<file path="config.mk">
export PLATFORM = sky130hd
export DESIGN_NAME = adcf_top
export DESIGN_NICKNAME = d
export VERILOG_FILES = /design/src/logic/adcf_pkg.sv /design/src/logic/adcf_top.sv /design/src/logic/adcf_tad_timer.sv
export SDC_FILE = /design/constraint.sdc
export NUM_CORES = 1
export LEC_CHECK = 0
export ABC_CLOCK_PERIOD_IN_PS = 3200
export BUFFER_PORTS_ARGS = -buffer_cell sky130_fd_sc_hd__buf_2
export CORE_UTILIZATION = 53
export CTS_CLUSTER_SIZE = 20
export DETAILED_ROUTE_END_ITERATION = 10
export GPL_ROUTABILITY_DRIVEN = 0
export PLACE_DENSITY = 0.84
export SYNTH_ARGS = -nofsm -noshare
export SYNTH_HDL_FRONTEND = slang
export SYNTH_SLANG_ARGS = --single-unit
</file>
<file path="constraint.sdc">
create_clock -name clk_i -period 3.2 [get_ports clk_i]
set_clock_uncertainty 0.05 [all_clocks]
set_input_delay 0.16 -clock clk_i [delete_from_list [all_inputs] [get_ports clk_i]]
set_output_delay 0.16 -clock clk_i [all_outputs]
set_load 0.02 [all_outputs]
</file>
<file path="src/logic/adcf_pkg.sv">
// Functional notes
// left justified: result bits 9..2 fill the whole high result byte.
// left justified: result bits 1..0 go to low byte bits 7..6.
// right justified: result bits 9..8 go to high byte bits 1..0.
// right justified: result bits 7..0 fill the whole low result byte.
// software must ignore reserved result bit positions.
// software waits a full acquisition time after changing channel before starting.
// result bytes are read/write, unset at power-on, kept over other resets.
// control bit 3 reads zero; other control bits reset to zero.
// software sets the status bit to start; hardware clears it at completion.
// enable bit clear keeps the converter disabled and idle.
// control holds clock select 6..4, negative ref bit 2, positive ref 1..0.
package adcf_pkg;

   // register byte offsets on the bus
   localparam logic [3:0] ADCF_OFF_CTRL     = 4'h0;
   localparam logic [3:0] ADCF_OFF_RES_HIGH = 4'h4;
   localparam logic [3:0] ADCF_OFF_RES_LOW  = 4'h8;
   localparam logic [3:0] ADCF_OFF_RUN      = 4'hc;

   // run register field positions
   localparam int ADCF_RUN_ENABLE_BIT = 0;
   localparam int ADCF_RUN_GO_BIT     = 1;

   // reset values
   localparam logic [7:0] ADCF_CTRL_RESET = 8'h00;

   // positive reference codes
   localparam logic [1:0] ADCF_PREF_SUPPLY   = 2'h0;
   localparam logic [1:0] ADCF_PREF_RESERVED = 2'h1;
   localparam logic [1:0] ADCF_PREF_PIN      = 2'h2;
   localparam logic [1:0] ADCF_PREF_FIXED    = 2'h3;

   // conversion timing: clock divisors and length in conversion clocks
   localparam logic [6:0] ADCF_DIV_2   = 7'h02;
   localparam logic [6:0] ADCF_DIV_4   = 7'h04;
   localparam logic [6:0] ADCF_DIV_8   = 7'h08;
   localparam logic [6:0] ADCF_DIV_16  = 7'h10;
   localparam logic [6:0] ADCF_DIV_32  = 7'h20;
   localparam logic [6:0] ADCF_DIV_64  = 7'h40;
   localparam logic [6:0] ADCF_DIV_RC  = 7'h10;
   localparam logic [3:0] ADCF_CONV_TADS = 4'hb;

   // cycles software lets the hold capacitor settle before it starts a conversion
   localparam int ADCF_ACQ_CYCLES = 32'h0000_0032;

   // control register layout
   typedef struct packed {
      logic       result_justify_select;
      logic [2:0] conversion_clock_select;
      logic       unused_zero;
      logic       negative_reference_select;
      logic [1:0] positive_reference_select;
   } adcf_ctrl_t;

   // conversion sequencer states, gray along idle -> convert -> finish
   typedef enum logic [1:0] {
      ADCF_IDLE    = 2'b00,
      ADCF_CONVERT = 2'b01,
      ADCF_FINISH  = 2'b11
   } adcf_state_t;

   // conversion clock divisor for a clock select code
   function automatic logic [6:0] adcf_divisor(input logic [2:0] sel);
      logic [6:0] d;
      d = ADCF_DIV_2;
      case (sel)
         3'h0: d = ADCF_DIV_2;
         3'h1: d = ADCF_DIV_8;
         3'h2: d = ADCF_DIV_32;
         3'h4: d = ADCF_DIV_4;
         3'h5: d = ADCF_DIV_16;
         3'h6: d = ADCF_DIV_64;
         default: d = ADCF_DIV_RC;
      endcase
      return d;
   endfunction

endpackage

</file>
<file path="src/logic/adcf_top.sv">
// converter format control with a classic wishbone register slave
module adcf_top
   import adcf_pkg::*;
(
   input  wire logic        clk_i,
   input  wire logic        rst_i,
   input  wire logic        cyc_i,
   input  wire logic        stb_i,
   input  wire logic        we_i,
   input  wire logic [3:0]  adr_i,
   input  wire logic [3:0]  sel_i,
   input  wire logic [31:0] dat_i,
   output logic [31:0]      dat_o,
   output logic             ack_o,
   input  wire logic [9:0]  conversion_data_i,
   output logic             converter_enable_o,
   output logic             conversion_busy_o,
   output logic             hold_capacitor_o,
   output logic [1:0]       positive_reference_select_o,
   output logic             negative_reference_select_o,
   output logic [2:0]       conversion_clock_select_o
);

   adcf_ctrl_t  ctrl;
   adcf_state_t state;
   adcf_state_t next_state;
   logic [7:0]  result_high;
   logic [7:0]  result_low;
   logic        enable;
   logic        go;
   logic        conv_done;
   logic        bus_req;
   logic        wr_strobe;
   logic        wr_ctrl;
   logic        wr_run;
   logic        wr_high;
   logic        wr_low;
   logic [7:0]  ctrl_read;

   // a request is taken once, in the cycle before ack
   assign bus_req   = cyc_i && stb_i && !ack_o;
   assign wr_strobe = bus_req && we_i && sel_i[0];
   assign wr_ctrl   = wr_strobe && (adr_i == ADCF_OFF_CTRL);
   assign wr_high   = wr_strobe && (adr_i == ADCF_OFF_RES_HIGH);
   assign wr_low    = wr_strobe && (adr_i == ADCF_OFF_RES_LOW);
   assign wr_run    = wr_strobe && (adr_i == ADCF_OFF_RUN);

   // ack one cycle after the request, dropped the cycle after
   always_ff @(posedge clk_i) begin
      if (rst_i) begin
         ack_o <= 1'b0;
      end else begin
         ack_o <= bus_req;
      end
   end

   // control register; the unimplemented bit is never stored
   always_ff @(posedge clk_i) begin
      if (rst_i) begin
         ctrl <= adcf_ctrl_t'(ADCF_CTRL_RESET);
      end else if (wr_ctrl) begin
         ctrl             <= adcf_ctrl_t'(dat_i[7:0]);
         ctrl.unused_zero <= 1'b0;
      end
   end

   assign ctrl_read = {ctrl[7:4], 1'b0, ctrl[2:0]};

   // enable bit; clearing it cancels any running conversion
   always_ff @(posedge clk_i) begin
      if (rst_i) begin
         enable <= 1'b0;
      end else if (wr_run) begin
         enable <= dat_i[ADCF_RUN_ENABLE_BIT];
      end
   end

   // status bit: software sets it, completion clears it, a set wins
   always_ff @(posedge clk_i) begin
      if (rst_i) begin
         go <= 1'b0;
      end else if (wr_run) begin
         go <= dat_i[ADCF_RUN_GO_BIT] && dat_i[ADCF_RUN_ENABLE_BIT];
      end else if (!enable || conv_done) begin
         go <= 1'b0;
      end
   end

   // sequencer next state
   always_comb begin
      next_state = state;
      case (state)
         ADCF_IDLE: begin
            if (go && enable) begin
               next_state = ADCF_CONVERT;
            end
         end
         ADCF_CONVERT: begin
            if (!go || !enable) begin
               next_state = ADCF_IDLE;
            end else if (conv_done) begin
               next_state = ADCF_FINISH;
            end
         end
         ADCF_FINISH: begin
            next_state = ADCF_IDLE;
         end
         default: begin
            next_state = ADCF_IDLE;
         end
      endcase
   end

   // sequencer state
   always_ff @(posedge clk_i) begin
      if (rst_i) begin
         state <= ADCF_IDLE;
      end else begin
         state <= next_state;
      end
   end

   adcf_tad_timer adcf_tad_timer_i (
      .clk_i          (clk_i),
      .rst_i          (rst_i),
      .run_i          (state == ADCF_CONVERT && go && enable),
      .clock_select_i (ctrl.conversion_clock_select),
      .conv_done_o    (conv_done)
   );

   // result bytes: no reset so their contents survive a reset
   always_ff @(posedge clk_i) begin
      if (conv_done && ctrl.result_justify_select) begin
         result_high <= {6'h00, conversion_data_i[9:8]};
      end else if (conv_done) begin
         result_high <= conversion_data_i[9:2];
      end else if (wr_high) begin
         result_high <= dat_i[7:0];
      end
   end

   always_ff @(posedge clk_i) begin
      if (conv_done && ctrl.result_justify_select) begin
         result_low <= conversion_data_i[7:0];
      end else if (conv_done) begin
         result_low <= {conversion_data_i[1:0], 6'h00};
      end else if (wr_low) begin
         result_low <= dat_i[7:0];
      end
   end

   // registered read data; unmapped offsets read zero
   always_ff @(posedge clk_i) begin
      if (rst_i) begin
         dat_o <= 32'h0000_0000;
      end else if (bus_req && !we_i) begin
         case (adr_i)
            ADCF_OFF_CTRL:     dat_o <= {24'h00_0000, ctrl_read};
            ADCF_OFF_RES_HIGH: dat_o <= {24'h00_0000, result_high};
            ADCF_OFF_RES_LOW:  dat_o <= {24'h00_0000, result_low};
            ADCF_OFF_RUN:      dat_o <= {30'h0000_0000, go, enable};
            default:           dat_o <= 32'h0000_0000;
         endcase
      end
   end

   // outputs toward the analog front end
   assign converter_enable_o          = enable;
   assign conversion_busy_o           = go;
   assign hold_capacitor_o            = (state == ADCF_CONVERT);
   assign positive_reference_select_o = ctrl.positive_reference_select;
   assign negative_reference_select_o = ctrl.negative_reference_select;
   assign conversion_clock_select_o   = ctrl.conversion_clock_select;

   // checks
   a_left_high_byte: assert property (@(posedge clk_i)
      conv_done && !ctrl.result_justify_select |=>
      result_high == $past(conversion_data_i[9:2]))
      else $error("left justified high byte wrong");

   a_left_low_byte: assert property (@(posedge clk_i)
      conv_done && !ctrl.result_justify_select |=>
      result_low[7:6] == $past(conversion_data_i[1:0]))
      else $error("left justified low byte wrong");

   a_right_high_byte: assert property (@(posedge clk_i)
      conv_done && ctrl.result_justify_select |=>
      result_high[1:0] == $past(conversion_data_i[9:8]))
      else $error("right justified high byte wrong");

   a_right_low_byte: assert property (@(posedge clk_i)
      conv_done && ctrl.result_justify_select |=>
      result_low == $past(conversion_data_i[7:0]))
      else $error("right justified low byte wrong");

   a_result_kept_reset: assert property (@(posedge clk_i)
      rst_i |=> $stable(result_high) && $stable(result_low))
      else $error("result changed by reset");

   a_ctrl_bit_three: assert property (@(posedge clk_i) disable iff (rst_i)
      ack_o && !we_i && $past(adr_i) == ADCF_OFF_CTRL |-> !dat_o[3])
      else $error("control bit 3 read as one");

   a_ctrl_reset_zero: assert property (@(posedge clk_i)
      rst_i |=> ctrl == adcf_ctrl_t'(ADCF_CTRL_RESET) && !go && !enable)
      else $error("control not cleared by reset");

   a_go_auto_clear: assert property (@(posedge clk_i) disable iff (rst_i)
      conv_done && !wr_run |=> !go ##1 state == ADCF_IDLE)
      else $error("status bit not cleared at completion");

   a_go_holds_busy: assert property (@(posedge clk_i) disable iff (rst_i)
      go && enable && !conv_done && !wr_run |=> go)
      else $error("status bit dropped early");

   a_disabled_idle: assert property (@(posedge clk_i) disable iff (rst_i)
      !enable && !wr_run |=> !go ##1 !hold_capacitor_o)
      else $error("converter active while disabled");

   a_ctrl_write_kept: assert property (@(posedge clk_i) disable iff (rst_i)
      wr_ctrl |=> ctrl_read == {$past(dat_i[7:4]), 1'b0, $past(dat_i[2:0])})
      else $error("control write not stored");

   a_ctrl_only_written: assert property (@(posedge clk_i) disable iff (rst_i)
      !wr_ctrl |=> $stable(ctrl))
      else $error("control changed without a write");

   a_enable_only_written: assert property (@(posedge clk_i) disable iff (rst_i)
      !wr_run |=> $stable(enable))
      else $error("enable changed without a write");

   a_go_needs_enable: assert property (@(posedge clk_i) disable iff (rst_i)
      go |-> enable)
      else $error("status bit set while disabled");

   a_hold_ends: assert property (@(posedge clk_i) disable iff (rst_i)
      hold_capacitor_o && !(go && enable) |=> !hold_capacitor_o)
      else $error("hold kept after stop");

   a_start_converts: assert property (@(posedge clk_i) disable iff (rst_i)
      state == ADCF_IDLE && go && enable |=> hold_capacitor_o)
      else $error("conversion did not start");

   a_done_in_convert: assert property (@(posedge clk_i) disable iff (rst_i)
      conv_done |-> state == ADCF_CONVERT)
      else $error("completion outside a conversion");

   a_finish_to_idle: assert property (@(posedge clk_i) disable iff (rst_i)
      state == ADCF_FINISH |=> state == ADCF_IDLE)
      else $error("sequencer stuck after completion");

   a_write_high_byte: assert property (@(posedge clk_i) disable iff (rst_i)
      wr_high && !conv_done |=> result_high == $past(dat_i[7:0]))
      else $error("high result byte write lost");

   a_write_low_byte: assert property (@(posedge clk_i) disable iff (rst_i)
      wr_low && !conv_done |=> result_low == $past(dat_i[7:0]))
      else $error("low result byte write lost");

   a_read_high_byte: assert property (@(posedge clk_i) disable iff (rst_i)
      bus_req && !we_i && adr_i == ADCF_OFF_RES_HIGH |=> dat_o[7:0] == $past(result_high))
      else $error("high result byte read wrong");

   a_read_low_byte: assert property (@(posedge clk_i) disable iff (rst_i)
      bus_req && !we_i && adr_i == ADCF_OFF_RES_LOW |=> dat_o[7:0] == $past(result_low))
      else $error("low result byte read wrong");

   a_read_unmapped_zero: assert property (@(posedge clk_i) disable iff (rst_i)
      bus_req && !we_i && adr_i[1:0] != 2'h0 |=> dat_o == 32'h0000_0000)
      else $error("unmapped read not zero");

   a_read_upper_zero: assert property (@(posedge clk_i) disable iff (rst_i)
      ack_o && !we_i |-> dat_o[31:8] == 24'h00_0000)
      else $error("upper read lanes not zero");

   a_ack_single_pulse: assert property (@(posedge clk_i) disable iff (rst_i)
      ack_o |=> !ack_o)
      else $error("ack held longer than one cycle");

   a_ack_after_request: assert property (@(posedge clk_i) disable iff (rst_i)
      bus_req |=> ack_o)
      else $error("request not acknowledged");

   a_ack_only_request: assert property (@(posedge clk_i) disable iff (rst_i)
      !bus_req |=> !ack_o)
      else $error("ack without a request");

   a_bus_reset_clear: assert property (@(posedge clk_i)
      rst_i |=> dat_o == 32'h0000_0000 && !ack_o)
      else $error("bus outputs not cleared by reset");

   c_left_done: cover property (@(posedge clk_i) conv_done && !ctrl.result_justify_select);
   c_right_done: cover property (@(posedge clk_i) conv_done && ctrl.result_justify_select);
   c_abort: cover property (@(posedge clk_i) state == ADCF_CONVERT ##1 state == ADCF_IDLE);
   c_restart_same_cycle: cover property (@(posedge clk_i) conv_done && wr_run);
   c_sw_result_write: cover property (@(posedge clk_i) wr_high || wr_low);

endmodule

</file>
<file path="src/logic/adcf_tad_timer.sv">
// counts conversion clock periods while a conversion runs
module adcf_tad_timer
   import adcf_pkg::*;
(
   input  wire logic       clk_i,
   input  wire logic       rst_i,
   input  wire logic       run_i,
   input  wire logic [2:0] clock_select_i,
   output logic            conv_done_o
);

   logic [6:0] div_count;
   logic [3:0] tad_count;
   logic       tad_tick;

   // one tick per conversion clock period
   assign tad_tick = run_i && (div_count == adcf_divisor(clock_select_i) - 7'h01);

   // divider restarts whenever the conversion is not running
   always_ff @(posedge clk_i) begin
      if (rst_i || !run_i || tad_tick) begin
         div_count <= 7'h00;
      end else begin
         div_count <= div_count + 7'h01;
      end
   end

   // period counter and completion pulse
   always_ff @(posedge clk_i) begin
      if (rst_i || !run_i) begin
         tad_count   <= 4'h0;
         conv_done_o <= 1'b0;
      end else begin
         conv_done_o <= 1'b0;
         if (tad_tick) begin
            if (tad_count == ADCF_CONV_TADS - 4'h1) begin
               tad_count   <= 4'h0;
               conv_done_o <= 1'b1;
            end else begin
               tad_count <= tad_count + 4'h1;
            end
         end
      end
   end

endmodule

</file>
# After elaboration in Yosys (flattened, before gate mapping)
# Cells that the tools add are included.
[word_totals]
output_inout_bits = 42
n_memories = 0
regBits = 72
mem_bits_rw = 0
inputBits = 55
rom_bits = 0
elab_cells = 80
latchBits = 0
[op_classes]
n_shift = 0
magnitude_cmp = 0
addsub = 3
n_div = 0
eq_ne = 12
multipliers = 0
mux = 16
bitwise = 1
n_reduce_logical = 33
[ops]
columns = ["cell", "count"]
rows = [
  ["$mux 8", 5],
  ["$pmux 7 s5", 1],
  ["$pmux 8 s4", 1],
  ["$logic_and 1x1->1", 15],
  ["$eq 4x4->1 const B", 3],
  ["$mux 2", 4],
  ["$add 7x1->7 const B", 1],
  ["$eq 7x7->1", 1],
  ["$sub 7x1->7 const B", 1],
  ["$eq 3x3->1 const B", 2],
  ["$reduce_bool 3->1", 2],
  ["$logic_not 1->1", 5],
  ["$add 4x1->4 const B", 1],
  ["$eq 4x3->1 const B", 1],
  ["$logic_not 4->1", 1],
  ["$logic_or 1x1->1", 4],
  ["$mux 4", 1],
  ["$pmux 2 s2", 1],
  ["$reduce_bool 2->1", 2],
  ["$eq 3x1->1 const B", 1],
  ["$eq 3x2->1 const B", 1],
  ["$logic_not 3->1", 1],
  ["$mux 1", 3],
  ["$ne 3x1->1 const B", 1],
  ["other kinds (6)", 6],
]

# Logic depth before layout (Yosys ltp)
[logic_depth]
ltp_word = 8
mapped_depth = 6

# Cells and area by module
# Synthesis repeated with hierarchy kept, for this count alone.
[hier_totals]
cells_unflattened = 270
hier_area_um2 = 2722.6
[by_module_without_submodules]
columns = ["module", "area_per_inst_um2", "cells_each", "n_inst", "seq_area_each_um2"]
rows = [
  ["adcf_top", 1979.4, 187, 1, 820.8],
  ["adcf_tad_timer", 743.2, 83, 1, 240.2],
]

# Least setup slack after synthesis
# OpenSTA, ideal clock, no wires.
[synth_path]
kind = "register -> register"
start = "reg ctrl, in the netlist conversion_clock_select_o[1]"
end = "reg adcf_tad_timer_i.tad_count[3]"
setup_time_ns = 0.074
period_less_slack_ns = 1.854
t_arrival_ns = 1.730
path_slack_ns = 1.346
path_stages_with_launch = 7
path_cell_list = "dfxtp_1 > buf_6 > a21boi_1 > o32ai_2 > o2111ai_2 > or4_1 > a31oi_1"
[synth_via]
elab_chain_len = 5
[synth_rtl]
columns = ["item", "line", "text"]
rows = [
  ["start: declaration", "adcf_top.sv:24", "adcf_ctrl_t ctrl;"],
  ["start signal: assignment", "adcf_top.sv:60", "ctrl <= adcf_ctrl_t'(ADCF_CTRL_RESET);"],
  ["start signal: assignment", "adcf_top.sv:62", "ctrl <= adcf_ctrl_t'(dat_i[7:0]);"],
  ["$eq 3x3->1 (tied with other cells)", "adcf_pkg.sv:67", "case (sel)"],
  ["$pmux 7 s5 (*)", "adcf_pkg.sv:67", ""],
  ["$sub 7x1->7 (*)", "adcf_tad_timer.sv:17", "assign tad_tick = run_i && (div_count == adcf_divisor(clock_select_i) - 7'h01);"],
  ["$eq 7x7->1 (*)", "adcf_tad_timer.sv:17", ""],
  ["$logic_and 1x1->1 (*)", "adcf_tad_timer.sv:17", ""],
  ["end signal: assignment", "adcf_tad_timer.sv:40", "tad_count <= tad_count + 4'h1;"],
  ["end: declaration", "adcf_tad_timer.sv:13", "logic [3:0] tad_count;"],
]
# Every way passes the cells marked *; elsewhere a longest branch is shown, timed or not.
# A chain may end at the register's enable or synchronous reset.

# Worst setup path in the final report
[layout_path]
start = "reg ack_o"
end = "reg result_high[1] (enable)"
[layout_via]
elab_chain_len = 6
[layout_rtl]
columns = ["item", "line", "text"]
rows = [
  ["start: declaration", "adcf_top.sv:14", "output logic ack_o,"],
  ["start signal: assignment", "adcf_top.sv:53", "ack_o <= bus_req;"],
  ["$logic_not 1->1", "adcf_top.sv:41", "assign bus_req = cyc_i && stb_i && !ack_o;"],
  ["$logic_and 1x1->1", "adcf_top.sv:41", ""],
  ["$logic_and 1x1->1 (2 in series)", "adcf_top.sv:42", "assign wr_strobe = bus_req && we_i && sel_i[0];"],
  ["$logic_and 1x1->1", "adcf_top.sv:44", "assign wr_high = wr_strobe && (adr_i == ADCF_OFF_RES_HIGH);"],
  ["$reduce_bool 3->1 (no line)", "-", ""],
  ["end signal: assignment", "adcf_top.sv:134", "result_high <= {6'h00, conversion_data_i[9:8]};"],
  ["end signal: assignment", "adcf_top.sv:136", "result_high <= conversion_data_i[9:2];"],
  ["end signal: assignment", "adcf_top.sv:138", "result_high <= dat_i[7:0];"],
  ["end: declaration", "adcf_top.sv:27", "logic [7:0] result_high;"],
]
# Every way passes these cells.

==> out/metrics.csv <==
metric,value,unit
"FFs w/ async S/R, synth",0,
CP arrival,2.12,ns
drt first pass iters,9,
DRT iter0 DRCs,103,
CTS sink cnt,48,
worst-path maximum fanout,7,
antenna diode count,0,
register area share after synthesis,0.420,
# setup viols final,0,
vias per inst,5.54,
Max Slew Vio Count,0,
Leak,1.16,nW
filler cell count,395,
vias in the first global route,1783,
IO Pins,97,
Post-synth EDFFs,10,
WS Path Type,flop to flop,
# hold bufs at CTS,0,
gr ovfl total,0,
fmax,0.464,GHz
Rows,24,
DRT antenna net count,0,
dpl hpwl,3670,um
Worst Path Required,3.16,ns
TritonCTS clock tree,built,
crit start category,flop,
GR Util All Layers,0.215,
PD cells,416,mW/mm2
post-synthesis cell area,0.00253,mm2
setup TNS,0,ns
top_reg_cell synth,dfxtp_1,
# resized after CTS,0,
Layout Utilization,0.612,
"flops & latches, synth",48,
failing checks,design-rule violations,
worst stage delay on the critical path,0.60,ns
CP Capture Type,flop,
fin crit share,0.674,
first-pass GRT wire length,8250,um
routed vias,2026,
final-report hold violation count,0,
Worst Max-Slew Pin Slew,0.738,ns
Max-cap violations,0,
WL final,5060,um
Synth Area per Inst,9.09,um2
Port-buffer cells,45,
Die X,71.0,um
Root Buffer Master,clkbuf_8,
min Tclk post-route,2.16,ns
RSZ-0062 raised after global routing,false,
Worst VDD drop,0.000210,V
Die ar.,0.00505,mm2
Synth Instances,278,
Layout area overhead,8.37,%
Max Buffers Root-to-Sink,2,
synth warn,0,
Hold Path Class,primary input to flop,
core box area,0.00447,mm2
CTS Buf Count,5,
NumNets Final,369,
post-CTS setup buffers,0,
H-tree depth,2,
antenna violations before repair,0,
initial core utilization,0.565,
Worst-path clk slew,0.09,ns
final hold slack,0.0347,ns
critical path's slowest cell,nor4_2,
share of cells above drive strength 1,0.194,
worst-path cell chain,"nand3b_1, nor4_2, nand2_1, nand2b_1",
pin count of the biggest net entering global routing,27,
Wirelength per Cell,13.8,um
status,"finished, violations left",
drc violations,5,
relative slew slack,0.507,
Die Span Y,71.0,um
worst skew pair latency,0.30,ns
Synth cell types,50,
## critical path: cells and delay by family, from the launching register on
family,cells,cell delay [ns]
DFF,1,0.32
and+or+nand+nor,4,1.50
## metal layers
metal | wire length (um) | part of all wire | vias to the layer above | track usage
li1 | - | - | 982 | -
met1 | 2210 | 0.44 | 949 | 0.277
met2 | 2390 | 0.47 | 82 | 0.338
met3 | 324 | 0.064 | 13 | 0.0541
met4 | 139 | 0.027 | 0 | 0.109
met5 | 0 | 0 | - | 0
## report_power, final
part	total [mW]	internal [mW]	switching, mW
clock network	0.409	0.201	0.208
logic	0.0968	0.0312	0.0656
registers	0.634	0.627	0.00645
## kinds of logic after synthesis
kind of cell / after synthesis / synth area share
simple gates: 93 / 0.180
compound gates: 55 / 0.149
buf+inv: 51 / 0.122
flops: 48 / 0.420
mux: 23 / 0.101
xor+xnor: 6 / 0.0208
fa+ha+maj: 1 / 0.00495
other cells: 1 / 0.00148
## area by class of cell
class / count / area [um2] / area share
clock buffer: 7 / 97.6 / 0.0356
clock inverter: 1 / 5.00 / 0.00183
inverter: 11 / 41.3 / 0.0151
multi-input combinational: 202 / 1240 / 0.454
sequential: 48 / 1060 / 0.388
tap: 52 / 65.1 / 0.0238
timing repair buffer: 45 / 225 / 0.0823
## registers in the layout, summed over array words and instances, names as in the netlist
signal,flops
positive_reference_select_o,2
conversion_busy_o,1
adcf_tad_timer_i.tad_count,4
adcf_tad_timer_i.div_count,7
state,2
ctrl,1
result_low,8
adcf_tad_timer_i.conv_done_o,1
converter_enable_o,1
result_high,8
conversion_clock_select_o,3
negative_reference_select_o,1
dat_o,8
ack_o,1
## stage by stage
step	setup WS (ns)	cells	area (um2)	power [mW]
2_1_floorplan	1.35	301	2610	0.732
3_3_place_gp	1.13	358	2640	0.739
3_5_place_dp	1.13	358	2640	0.743
4_1_cts	1.10	366	2740	1.14
5_1_grt	0.904	366	2740	1.18
6_report	1.04	366	2740	1.14
## cells in the mapped netlist (3+ instances only)
cell type / count / area [um2]
nand3_1: 5 / 25.0
buf_4: 29 / 218
nor2b_1: 5 / 31.3
o21ai_0: 20 / 100
clkbuf_1: 9 / 33.8
dfxtp_1: 38 / 761
edfxtp_1: 10 / 300
a22oi_1: 8 / 60.1
a21oi_1: 10 / 50.1
nor3_1: 3 / 15.0
xnor2_1: 5 / 43.8
inv_1: 10 / 37.5
nand2b_1: 3 / 18.8
nor2_1: 29 / 109
mux2i_1: 21 / 210
nand2_1: 30 / 113
## path summary, 6_finish.rpt
path / start / end / slack, ns / cells after the start
hold reg to reg: state[1] / state[0] / 0.37 / 1
hold / removal: conversion_data_i[5] / result_high[3] / 0.03 / 3
setup / recovery: ack_o / result_high[1] / 1.04 / 4
setup reg to reg: ack_o / result_high[1] / 1.04 / 4
## placed cells by master, fill, tap and decap left out, types with 3 or more instances in the layout
cell | Yosys | final
nand3_1 | 5 | 5
inv_1 | 10 | 10
dfxtp_1 | 38 | 38
nand2_1 | 30 | 30
nor2_1 | 29 | 29
xnor2_1 | 5 | 5
buf_2 | 1 | 45
mux2i_1 | 21 | 21
nand2b_1 | 3 | 3
a22oi_1 | 8 | 8
a21oi_1 | 10 | 10
conb_1 | 1 | 24
edfxtp_1 | 10 | 10
o21ai_0 | 20 | 20
nor3_1 | 3 | 3
nor2b_1 | 5 | 5
clkbuf_8 | 0 | 5
No activity file was read; power rests on OpenSTA's default activity.
